`src/hdl/mcafr_pkg.sv`:
```
package mcafr_pkg;

	// ***************************************************
	// register offsets (byte addresses)
	// ***************************************************
	localparam logic [7:0] REMAP_CONTROL_OFS = 8'h00;
	localparam logic [7:0] ABORT_STATUS_OFS = 8'h04;
	localparam logic [7:0] ABORT_ADDRESS_OFS = 8'h08;
	localparam logic [7:0] FLASH_MODE_OFS = 8'h60;
	localparam logic [7:0] LOCK_BITS_OFS = 8'h64;
	localparam logic [7:0] NVM_BITS_OFS = 8'h68;

	// ***************************************************
	// field positions
	// ***************************************************
	localparam int REMAP_TOGGLE_BIT = 0;
	localparam int UNDEF_FLAG_BIT = 0;
	localparam int MISALIGN_FLAG_BIT = 1;
	localparam int ABORT_SIZE_LSB = 8;
	localparam int ABORT_TYPE_LSB = 10;
	localparam int LAST_SRC_LSB = 16;
	localparam int SAVED_SRC_LSB = 24;
	localparam int FWS_LSB = 8;
	localparam int SECURITY_BIT = 3;

	// ***************************************************
	// reset values
	// ***************************************************
	localparam logic [31:0] STATUS_RST = 32'h0000_0000;
	localparam logic [31:0] ADDRESS_RST = 32'h0000_0000;
	localparam logic [1:0] FWS_RST = 2'h0;
	localparam logic REMAP_RST = 1'b0;

	// ***************************************************
	// access encodings
	// ***************************************************
	localparam logic [1:0] SIZE_BYTE = 2'h0;
	localparam logic [1:0] SIZE_HALF = 2'h1;
	localparam logic [1:0] SIZE_WORD = 2'h2;
	localparam logic [1:0] TYPE_DATA_READ = 2'h0;
	localparam logic [1:0] TYPE_DATA_WRITE = 2'h1;
	localparam logic [1:0] TYPE_CODE_FETCH = 2'h2;
	localparam logic [1:0] MASTER_ETH = 2'h0;
	localparam logic [1:0] MASTER_PDMA = 2'h1;
	localparam logic [1:0] MASTER_PROC = 2'h2;

	// ***************************************************
	// flash read sequencer states
	// ***************************************************
	typedef enum logic [0:0] {
		ST_IDLE,
		ST_WAIT
	} mcafr_state_t;

endpackage

```
`src/hdl/mcafr_top.sv`:
```
// Local design decision: the plain strobed port.
`timescale 1ns/1ns
`default_nettype none

module mcafr_top #(
	parameter int FLASH_AW = 16,
	parameter int PAGE_AW = 6,
	parameter int LOCK_BITS = 16,
	parameter int NVM_BITS = 3,
	parameter bit HAS_NVM = 1'b1
) (
	input wire logic i_sys_clk,
	input wire logic i_rst_n,
	input wire logic i_ce,
	input wire logic [7:0] i_reg_addr,
	input wire logic [31:0] i_reg_wdata,
	input wire logic i_reg_wr,
	input wire logic i_reg_rd,
	output logic [31:0] o_reg_rdata,
	input wire logic i_acc_valid,
	input wire logic [31:0] i_acc_addr,
	input wire logic [1:0] i_acc_size,
	input wire logic [1:0] i_acc_type,
	input wire logic [1:0] i_acc_master,
	input wire logic [31:0] i_acc_wdata,
	input wire logic i_acc_undef,
	input wire logic i_acc_flash,
	output logic o_acc_done,
	output logic [31:0] o_acc_rdata,
	output logic o_abort,
	output logic o_remap,
	output logic [FLASH_AW-1:0] o_fl_addr,
	input wire logic [31:0] i_fl_rdata,
	input wire logic [PAGE_AW-1:0] i_pbuf_idx,
	output logic [31:0] o_pbuf_data,
	output logic [LOCK_BITS-1:0] o_lock,
	output logic [NVM_BITS:0] o_nvm
);

	// ***************************************************
	// helpers
	// ***************************************************
	// cycles an array read takes; seq is a fetch served from the prefetch
	function automatic logic [1:0] cost_f(input logic [1:0] flash_wait_states, input logic seq);
		logic [1:0] c;
		c = 2'h1;
		if (seq) begin
			c = (flash_wait_states >= 2'h2) ? flash_wait_states : 2'h1;
		end else if (flash_wait_states == 2'h1) begin
			c = 2'h2;
		end else if (flash_wait_states != 2'h0) begin
			c = flash_wait_states;
		end
		return c;
	endfunction

	function automatic logic [2:0] onehot_f(input logic [1:0] m);
		logic [2:0] v;
		v = 3'h0;
		if (m == mcafr_pkg::MASTER_ETH) v[0] = 1'b1;
		if (m == mcafr_pkg::MASTER_PDMA) v[1] = 1'b1;
		if (m == mcafr_pkg::MASTER_PROC) v[2] = 1'b1;
		return v;
	endfunction

	// ***************************************************
	// register state
	// ***************************************************
	logic remap_ff;
	logic undef_ff;
	logic misalign_ff;
	logic [1:0] abort_size_ff;
	logic [1:0] abort_type_ff;
	logic [2:0] last_src_ff;
	logic [2:0] saved_src_ff;
	logic last_unread_ff;
	logic [31:0] abort_addr_ff;
	logic [1:0] fws_ff;
	logic [LOCK_BITS-1:0] lock_ff;
	logic [NVM_BITS:0] nvm_ff;
	logic [31:0] reg_rdata_ff;

	// ***************************************************
	// access sequencer state
	// ***************************************************
	mcafr_pkg::mcafr_state_t state_ff;
	logic acc_done_ff;
	logic [31:0] acc_rdata_ff;
	logic abort_ff;
	logic [1:0] cnt_ff;
	logic ld_buf_ff;
	logic [FLASH_AW-1:0] fl_addr_ff;
	logic [FLASH_AW-1:0] buf_tag_ff;
	logic [31:0] buf_data_ff;
	logic buf_vld_ff;
	logic [FLASH_AW-1:0] pf_tag_ff;
	logic pf_pend_ff;
	logic [31:0] pbuf_mem [2**PAGE_AW];
	logic [31:0] pbuf_data_ff;

	// ***************************************************
	// request decode
	// ***************************************************
	logic take;
	logic is_fetch;
	logic misaligned;
	logic abort_now;
	logic [FLASH_AW-1:0] word_idx;
	logic buf_hit;
	logic pf_hit;
	logic [1:0] cost;
	logic sts_rd;
	logic rd_take;

	// a held request is not retaken in the cycle its done pulse shows
	assign take = i_ce && i_acc_valid && !acc_done_ff && (state_ff == mcafr_pkg::ST_IDLE);
	assign is_fetch = (i_acc_type == mcafr_pkg::TYPE_CODE_FETCH);
	// processor fetches skip the alignment check
	assign misaligned = !(is_fetch && i_acc_master == mcafr_pkg::MASTER_PROC) &&
		(((i_acc_size == mcafr_pkg::SIZE_WORD) && (i_acc_addr[1:0] != 2'h0)) ||
		((i_acc_size == mcafr_pkg::SIZE_HALF) && i_acc_addr[0]));
	assign abort_now = take && (misaligned || i_acc_undef);
	// flash repeats through its area: upper bits are dropped
	assign word_idx = i_acc_addr[FLASH_AW+1:2];
	assign buf_hit = buf_vld_ff && (buf_tag_ff == word_idx);
	assign pf_hit = pf_pend_ff && (pf_tag_ff == word_idx);
	assign cost = cost_f(fws_ff, is_fetch && pf_hit);
	assign sts_rd = i_ce && i_reg_rd && (i_reg_addr == mcafr_pkg::ABORT_STATUS_OFS);
	// reads that go to the array in the take cycle; buffer hits stay off it
	assign rd_take = take && !abort_now && i_acc_flash && (i_acc_type != mcafr_pkg::TYPE_DATA_WRITE) &&
		!(is_fetch && buf_hit);

	// ***************************************************
	// remap toggle
	// ***************************************************
	// writing zero leaves the mapping alone
	always_ff @(posedge i_sys_clk) begin
		if (!i_rst_n) begin
			remap_ff <= mcafr_pkg::REMAP_RST;
		end else if (i_ce && i_reg_wr && (i_reg_addr == mcafr_pkg::REMAP_CONTROL_OFS) &&
			i_reg_wdata[mcafr_pkg::REMAP_TOGGLE_BIT]) begin
			remap_ff <= !remap_ff;
		end
	end

	// ***************************************************
	// abort capture
	// ***************************************************
	// every new abort overwrites the previous description
	always_ff @(posedge i_sys_clk) begin
		if (!i_rst_n) begin
			undef_ff <= 1'b0;
			misalign_ff <= 1'b0;
			abort_size_ff <= 2'h0;
			abort_type_ff <= 2'h0;
			last_src_ff <= 3'h0;
			abort_addr_ff <= mcafr_pkg::ADDRESS_RST;
		end else if (abort_now) begin
			undef_ff <= i_acc_undef;
			misalign_ff <= misaligned;
			abort_size_ff <= i_acc_size;
			abort_type_ff <= i_acc_type;
			last_src_ff <= onehot_f(i_acc_master);
			abort_addr_ff <= i_acc_addr;
		end
	end

	// older unread aborts move into the saved bits; a new abort beats the read clear
	always_ff @(posedge i_sys_clk) begin
		if (!i_rst_n) begin
			saved_src_ff <= 3'h0;
			last_unread_ff <= 1'b0;
		end else if (abort_now) begin
			saved_src_ff <= (sts_rd ? 3'h0 : saved_src_ff) |
				(last_unread_ff && !sts_rd ? last_src_ff : 3'h0);
			last_unread_ff <= 1'b1;
		end else if (sts_rd) begin
			saved_src_ff <= 3'h0;
			last_unread_ff <= 1'b0;
		end
	end

	// ***************************************************
	// configuration registers
	// ***************************************************
	// wait states must suit the clock before flash data is trusted
	always_ff @(posedge i_sys_clk) begin
		if (!i_rst_n) begin
			fws_ff <= mcafr_pkg::FWS_RST;
			lock_ff <= '0;
			nvm_ff <= '0;
		end else if (i_ce && i_reg_wr) begin
			if (i_reg_addr == mcafr_pkg::FLASH_MODE_OFS) begin
				fws_ff <= i_reg_wdata[mcafr_pkg::FWS_LSB +: 2];
			end
			if (i_reg_addr == mcafr_pkg::LOCK_BITS_OFS) begin
				lock_ff <= i_reg_wdata[LOCK_BITS-1:0];
			end
			// a second controller carries no nonvolatile or security bits
			if (HAS_NVM && (i_reg_addr == mcafr_pkg::NVM_BITS_OFS)) begin
				nvm_ff <= i_reg_wdata[NVM_BITS:0];
			end
		end
	end

	// ***************************************************
	// register read port
	// ***************************************************
	// data stands one cycle after the strobe, zero elsewhere
	always_ff @(posedge i_sys_clk) begin
		if (!i_rst_n) begin
			reg_rdata_ff <= 32'h0000_0000;
		end else if (i_ce) begin
			reg_rdata_ff <= 32'h0000_0000;
			if (i_reg_rd) begin
				unique case (i_reg_addr)
					mcafr_pkg::ABORT_STATUS_OFS: begin
						reg_rdata_ff[mcafr_pkg::UNDEF_FLAG_BIT] <= undef_ff;
						reg_rdata_ff[mcafr_pkg::MISALIGN_FLAG_BIT] <= misalign_ff;
						reg_rdata_ff[mcafr_pkg::ABORT_SIZE_LSB +: 2] <= abort_size_ff;
						reg_rdata_ff[mcafr_pkg::ABORT_TYPE_LSB +: 2] <= abort_type_ff;
						reg_rdata_ff[mcafr_pkg::LAST_SRC_LSB +: 3] <= last_src_ff;
						reg_rdata_ff[mcafr_pkg::SAVED_SRC_LSB +: 3] <= saved_src_ff;
					end
					mcafr_pkg::ABORT_ADDRESS_OFS: begin
						reg_rdata_ff <= abort_addr_ff;
					end
					mcafr_pkg::FLASH_MODE_OFS: begin
						reg_rdata_ff[mcafr_pkg::FWS_LSB +: 2] <= fws_ff;
					end
					mcafr_pkg::LOCK_BITS_OFS: begin
						reg_rdata_ff[LOCK_BITS-1:0] <= lock_ff;
					end
					mcafr_pkg::NVM_BITS_OFS: begin
						reg_rdata_ff[NVM_BITS:0] <= nvm_ff;
					end
					default: begin
						reg_rdata_ff <= 32'h0000_0000;
					end
				endcase
			end
		end
	end

	// ***************************************************
	// page buffer
	// ***************************************************
	// only word writes land; narrower writes would corrupt a word
	always_ff @(posedge i_sys_clk) begin
		if (take && !abort_now && i_acc_flash && (i_acc_type == mcafr_pkg::TYPE_DATA_WRITE) &&
			(i_acc_size == mcafr_pkg::SIZE_WORD)) begin
			pbuf_mem[i_acc_addr[PAGE_AW+1:2]] <= i_acc_wdata;
		end
	end

	always_ff @(posedge i_sys_clk) begin
		if (!i_rst_n) begin
			pbuf_data_ff <= 32'h0000_0000;
		end else if (i_ce) begin
			pbuf_data_ff <= pbuf_mem[i_pbuf_idx];
		end
	end

	// ***************************************************
	// access sequencer
	// ***************************************************
	// aborts, writes and buffer hits finish in one cycle
	always_ff @(posedge i_sys_clk) begin
		if (!i_rst_n) begin
			state_ff <= mcafr_pkg::ST_IDLE;
			acc_done_ff <= 1'b0;
			acc_rdata_ff <= 32'h0000_0000;
			abort_ff <= 1'b0;
			cnt_ff <= 2'h0;
			ld_buf_ff <= 1'b0;
			fl_addr_ff <= '0;
			buf_tag_ff <= '0;
			buf_data_ff <= 32'h0000_0000;
			buf_vld_ff <= 1'b0;
			pf_tag_ff <= '0;
			pf_pend_ff <= 1'b0;
		end else if (i_ce) begin
			acc_done_ff <= 1'b0;
			abort_ff <= 1'b0;
			unique case (state_ff)
				mcafr_pkg::ST_IDLE: begin
					if (abort_now) begin
						abort_ff <= 1'b1;
						acc_done_ff <= 1'b1;
						acc_rdata_ff <= 32'h0000_0000;
					end else if (take && i_acc_flash && (i_acc_type != mcafr_pkg::TYPE_DATA_WRITE)) begin
						if (is_fetch && buf_hit) begin
							// second half of a word: start the next word now
							acc_done_ff <= 1'b1;
							acc_rdata_ff <= buf_data_ff;
							if (!pf_pend_ff) begin
								fl_addr_ff <= word_idx + 1'b1;
								pf_tag_ff <= word_idx + 1'b1;
								pf_pend_ff <= 1'b1;
							end
						end else begin
							// data reads leave the fetch buffer alone but drop a pending prefetch
							fl_addr_ff <= word_idx;
							ld_buf_ff <= is_fetch;
							pf_pend_ff <= 1'b0;
							if (cost == 2'h1) begin
								acc_done_ff <= 1'b1;
								acc_rdata_ff <= i_fl_rdata;
								if (is_fetch) begin
									buf_tag_ff <= word_idx;
									buf_data_ff <= i_fl_rdata;
									buf_vld_ff <= 1'b1;
								end
							end else begin
								cnt_ff <= cost - 2'h1;
								state_ff <= mcafr_pkg::ST_WAIT;
							end
						end
					end else if (take) begin
						acc_done_ff <= 1'b1;
						acc_rdata_ff <= 32'h0000_0000;
					end
				end
				mcafr_pkg::ST_WAIT: begin
					// array output is sampled on the last wait cycle
					if (cnt_ff == 2'h1) begin
						acc_done_ff <= 1'b1;
						acc_rdata_ff <= i_fl_rdata;
						state_ff <= mcafr_pkg::ST_IDLE;
						if (ld_buf_ff) begin
							buf_tag_ff <= fl_addr_ff;
							buf_data_ff <= i_fl_rdata;
							buf_vld_ff <= 1'b1;
						end
					end else begin
						cnt_ff <= cnt_ff - 2'h1;
					end
				end
			endcase
		end
	end

	// ***************************************************
	// outputs
	// ***************************************************
	assign o_reg_rdata = reg_rdata_ff;
	assign o_acc_done = acc_done_ff;
	assign o_acc_rdata = acc_rdata_ff;
	assign o_abort = abort_ff;
	assign o_remap = remap_ff;
	// zero wait states leave no cycle to register the address first
	assign o_fl_addr = rd_take ? word_idx : fl_addr_ff;
	assign o_pbuf_data = pbuf_data_ff;
	assign o_lock = lock_ff;
	assign o_nvm = nvm_ff;

endmodule

`default_nettype wire

```
`config.mk`:
```
export PLATFORM = sky130hd
export DESIGN_NAME = mcafr_top
export DESIGN_NICKNAME = d
export VERILOG_FILES = /design/src/hdl/mcafr_pkg.sv /design/src/hdl/mcafr_top.sv
export SDC_FILE = /design/constraint.sdc
export NUM_CORES = 2
export LEC_CHECK = 0
export BUFFER_PORTS_ARGS = -buffer_cell sky130_fd_sc_hd__buf_2
export CORE_MARGIN = 10
export CORE_UTILIZATION = 25
export CTS_CLUSTER_SIZE = 10
export DETAILED_ROUTE_END_ITERATION = 16
export PLACE_DENSITY = 0.5
export RECOVER_POWER = 50
export SYNTH_ARGS = -nofsm -noshare
export SYNTH_HDL_FRONTEND = slang
export SYNTH_SLANG_ARGS = --single-unit
```
`constraint.sdc`:
```
create_clock -name i_sys_clk -period 4.03 [get_ports i_sys_clk]
set_input_delay 0.2015 -clock i_sys_clk [delete_from_list [all_inputs] [get_ports i_sys_clk]]
set_output_delay 0.2015 -clock i_sys_clk [all_outputs]
set_load 0.005 [all_outputs]
```
Word-level counts from Yosys, hierarchy flattened. Memories as Yosys holds them, arrays and structs flattened. A register that Yosys moved wholly into a read port is not among the register bits. Index checks and enable logic that the tools add are counted.

$add $sub $neg: 3. $lt $le $gt $ge: 1. Equality and inequality tests: 29. Mux-type cells: 81. Bitwise gates (word level): 5. Reduce and logical (&&, ||, !) cells: 50.

Operators by type and width (number): two-way mux 32 bit (14); two-way mux 16 bit (10); one-hot mux 32 bit (2 select lines) (2); equality test 16 bit (2); one-hot mux 16 bit (2 select lines) (1); two-way mux 1 bit (28); logical AND 1 bit (26); equality test 8 x 7 -> 1 bit (second input constant) (3); two-way mux 2 bit (9); adder 16 x 1 -> 16 bit (second input constant) (1); one-hot mux 2 bit (4 select lines) (2); one-hot mux 4 bit (2 select lines) (2); equality test 2 x 1 -> 1 bit (second input constant) (6); inequality test 2 bit (second input constant) (6); one-hot mux 2 bit (3 select lines) (2); one-hot mux 3 bit (2 select lines) (2); AND reduction 6 bit (2); two-way mux 5 bit (2); inequality test 2 x 1 -> 1 bit (second input constant) (5); AND reduction 5 bit (2); two-way mux 3 bit (3); equality test 8 x 3 -> 1 bit (second input constant) (1); equality test 8 x 4 -> 1 bit (second input constant) (1); zero test 8 bit (1); other kinds (16) (36).

Bits in registers: 220. RAM bits: 2048. Output and inout bits: 135. Memories: 1.

Memories: pbuf_mem (words 64, bits a word 32, read ports 1, clocked after memory_dff 1, write ports 1, line mcafr_top.sv:98) `logic [31:0] pbuf_mem [2**PAGE_AW];`.

Longest topological paths before layout.
Word-level depth: 13. Mapped depth: 14.

Worst setup path after synthesis. No wires, ideal clock.

Path kind: flip-flop to flip-flop. From: register state_ff. To: memory pbuf_mem[16][0], enable pin. Arrival: 3.766 ns. Data required time: 3.569 ns. Path slack: -0.197 ns. Stages on the path, launching flop included: 8. Path through: dfxtp_1 > buf_2 > and4bb_1 > buf_4 > nand3_1 > nor4_1 > nand2_1 > nor3_1.

Longest elaborated chain between the ends: 10.

Ends and longest elaborated chain: start, declared (line mcafr_top.sv:86) `mcafr_pkg::mcafr_state_t state_ff;`; start signal, assigned (line mcafr_top.sv:270) `state_ff <= mcafr_pkg::ST_IDLE;`; start signal, assigned (line mcafr_top.sv:316) `state_ff <= mcafr_pkg::ST_WAIT;`; start signal, assigned (line mcafr_top.sv:329) `state_ff <= mcafr_pkg::ST_IDLE;`; inverter 1 bit (no source line) (*); logical AND 1 bit (*) (line mcafr_top.sv:116) `assign take = i_ce && i_acc_valid && !acc_done_ff && (state_ff == mcafr_pkg::ST_IDLE);`; logical AND 1 bit (line mcafr_top.sv:122) `assign abort_now = take && (misaligned || i_acc_undef);`; zero test 1 bit (line mcafr_top.sv:250) `if (take && !abort_now && i_acc_flash && (i_acc_type == mcafr_pkg::TYPE_DATA_WRITE) &&`; logical AND 1 bit (*) (4 in series) (line mcafr_top.sv:250); two-way mux 1 bit (*) (line mcafr_top.sv:250); two-way mux 1 bit (not written as such) (*) (line mcafr_top.sv:252) `pbuf_mem[i_acc_addr[PAGE_AW+1:2]] <= i_acc_wdata;`; end, declared (line mcafr_top.sv:98).

Mark *: on every way between the ends. The rest lies on a longest branch, timed or not.

Worst setup path after layout.
From: register pf_tag_ff[8]. To: register buf_tag_ff[0].

Longest elaborated chain between the ends: 7.

Ends and longest elaborated chain: start, declared (line mcafr_top.sv:96) `logic [FLASH_AW-1:0] pf_tag_ff;`; start signal, assigned (line mcafr_top.sv:298) `pf_tag_ff <= word_idx + 1'b1;`; equality test 16 bit (line mcafr_top.sv:126) `assign pf_hit = pf_pend_ff && (pf_tag_ff == word_idx);`; logical AND 1 bit (line mcafr_top.sv:126); logical AND 1 bit (line mcafr_top.sv:127) `assign cost = cost_f(fws_ff, is_fetch && pf_hit);`; two-way mux 2 bit (line mcafr_top.sv:47) `if (seq) begin`; equality test 2 x 1 -> 1 bit (line mcafr_top.sv:306) `if (cost == 2'h1) begin`; inequality test 2 x 1 -> 1 bit (no source line); AND reduction 8 bit (no source line); end signal, assigned (line mcafr_top.sv:310) `buf_tag_ff <= word_idx;`; end signal, assigned (line mcafr_top.sv:331) `buf_tag_ff <= fl_addr_ff;`; end, declared (line mcafr_top.sv:93) `logic [FLASH_AW-1:0] buf_tag_ff;`.

No other way between the ends. A chain may end at the register's enable or synchronous reset.

==> metrics <==
first-pass GRT wire length=approximately 390 mm; largest net degree at the start of global routing=67; Async SR Flop Fraction=0; Synth Area in Adders=0.000699; Setup crit end kind=flop; CTS Root Cell=clkbuf_16; hold violation count in the final report=0; Num CTS Buffers=276; crit path kind=flop to flop; crit share post-route=0.950; Final Util=0.301; FF+latch count, synth=2300; startpoint types=flop; sequential area share after synthesis=0.743; Setup Viol. Count Final=0; Slew @ Worst Pin=roughly 3.4 ns; initial drt markers=a little over 5000; HP Class=input port to flop; Detailed Place HPWL=165 mm; Worst slew margin=-1.29; Skew-Pair Late Insertion Delay=0.85 ns; final worst slack=about 0.2 ns; Synth Area per Inst=~19 sq um; Yosys cell types=just under 80; Fmax=roughly 260 MHz; Post-DP Area=roughly 100000 sq um; mux cell area share after synthesis=0.145; Die X-Extent=618 um; LEAKAGE=33.4 nW; Tot Pwr=50.8 mW; RSZ-0062 raised after global routing=no; Ys Warns=0; layout cells sized above 1=0.225; post-synthesis compound-gate area fraction=0.0522; grt ovf=0; dpl ws=0.292 ns; Area Overhead vs Synth=19.7%; most frequent cells in the layout=2048 x edfxtp_1, 450 x mux4_2, 280 x clkbuf_16; largest family of logic cells by synthesized area=multiplexers; DR WL/cell=27.0 um; PwrDens=474 nW/um^2; core area=356000 sq um; Top Ports=roughly 290; Vias=49600; clk buf depth=4; port bufs=274; routed wire length=278 mm; critical path arrival=4.47 ns; Worst Path Max Fanout=49; Synth Area in XOR/XNOR=0.00616; die height=618 um; final net count=5553; Post-synth EDFFs=2048; CTS tree=built; DRC viols=0; Synth Flop Type=edfxtp_1; routability cong.=0.802; Final Critical Period=3.83 ns; Worst Path Required=~4.7 ns; die area=382000 sq um; # Post-CTS Setup Buffers=0; vias per std cell=around 4.8; initial antenna violation count=30; clk slew on worst S/H paths=about 0.060 ns; commonest non-fill, non-tap cell in the layout=edfxtp_1; Tot GR Track Use=0.140; Simple-Gate Fraction of Synth Area=0.0328; vias in the first global route=50800; Routed Antenna Nets=0; Initial Util=0.251; failing checks=max-capacitance violations, max-slew violations; max-cap violation count=37; clk_skew=0.0598 ns; clk sinks=2300; Peak supply drop=271 uV; Cells after Synth=4794; setup total negative slack=0 ns; fin. max-slew vios=2124; post-route cell area=107000 sq um; FP Rows=approximately 220; status=finished, violations left; DR pass1 iterations=8; synthesized area=a little under 90000 sq um; H-Tree Depth=5; Mapped Nets=4955
==> sequential cells by signal, indices dropped and copies added, names as in the netlist, 2 cells and up <==
register and cells:
o_pbuf_data 32, fl_addr_ff 16, o_reg_rdata 32, buf_tag_ff 16, o_nvm 4, abort_size_ff 2
pf_tag_ff 16, saved_src_ff 3, abort_addr_ff 32, fws_ff 2, last_src_ff 3, abort_type_ff 2
cnt_ff 2, o_acc_rdata 32, pbuf_mem 2048, buf_data_ff 32, o_lock 16
==> logic make-up after synthesis <==
logic type	after synthesis
flops	2300
simple gates	659
compound gates	667
buf+inv	365
xor+xnor	63
fa+ha+maj	5
mux	735
==> synthesized netlist by cell type (11+ instances only) <==
cell type / instances / share of area
a211oi_1: 28 / 0.0023
a21oi_1: 169 / 0.0094
a221oi_1: 19 / 0.0019
a22oi_1: 41 / 0.0034
a31oi_1: 25 / 0.0017
and2_1: 16 / 0.0011
buf_1: 24 / 0.0010
buf_2: 74 / 0.0041
buf_4: 40 / 0.0034
buf_6: 18 / 0.0023
clkbuf_1: 164 / 0.0069
dfxtp_1: 252 / 0.056
edfxtp_1: 2048 / 0.69
inv_1: 44 / 0.0018
mux2_2: 18 / 0.0023
mux2i_1: 267 / 0.030
mux4_2: 450 / 0.11
nand2_1: 270 / 0.011
nand3_1: 42 / 0.0023
nand4_1: 37 / 0.0026
nor2_1: 201 / 0.0084
nor3_1: 22 / 0.0012
o211ai_1: 11 / 0.00092
o21ai_0: 50 / 0.0028
o221a_1: 29 / 0.0036
o221ai_1: 67 / 0.0066
o22ai_1: 100 / 0.0070
o31ai_1: 36 / 0.0030
xnor2_1: 32 / 0.0031
xor2_1: 31 / 0.0030
==> worst max-delay path: stages (launching register included) <==
cell and delay, ns:
dfxtp_1 0.32, xor2_1 0.16, nor4_1 0.40, nand4_1 0.16, nor4_1 0.54, buf_4 0.22
mux2i_1 0.22, ha_1 0.26, nand3b_1 0.09, nand2_1 0.10, and2_2 0.93, a211oi_1 0.19
==> power breakdown <==
part / total [mW] / switching, mW / leakage (nW) / internal [mW]
Sequential: 26.2 / 0.0903 / 20.4 / 26.1
Combinational: 2.55 / 1.61 / 9.23 / 0.937
Clock: 22.1 / 9.30 / 3.70 / 12.8
==> through the flow <==
step	hold WS (ns)	std cells
finish	0.0587	10300
detailed placement	0.450	9756
floorplan	0.300	4794
CTS	0.00620	10300
global route	0.0668	10300
global placement	0.443	9756
==> cell type report <==
| cell class | instances | area, sq um |
|---|---|---|
| Inverter | 45 | 179 |
| Clock inverter | 19 | 234 |
| Clock buffer | 386 | 7420 |
| Sequential cell | 2300 | 66500 |
| Fill cell | 35000 | 249000 |
| Timing Repair Buffer | 640 | 5010 |
| Multi-Input combinational cell | 2129 | 21800 |
| Tap cell | 4751 | 5940 |
| Antenna cell | 12 | 30.0 |
==> metal layers <==
metal | GRT usage | part of all wire
met5 | 0 | 0.00015
met4 | 0.0375 | 0.027
met3 | 0.0255 | 0.070
met2 | 0.227 | 0.47
met1 | 0.194 | 0.43
==> path summary, 6_finish.rpt <==
check	start	endpoint	slack [ns]	cells past startpoint
worst max-delay path	pf_tag_ff[8]	buf_tag_ff[0]	0.20	11
worst min register to register	abort_addr_ff[4]	abort_addr_ff[4]	0.46	2
worst min-delay path	i_pbuf_idx[3]	o_pbuf_data[18]	0.06	4
worst max register to register	pf_tag_ff[8]	buf_tag_ff[0]	0.20	11
==> timing repair <==
action,in CTS,in global routing
hold buffers,109,0
setup endpoints to repair,0,0
gates resized for setup,0,0
hold endpoints to repair,302,0
Power figures use the tool's default switching activity.
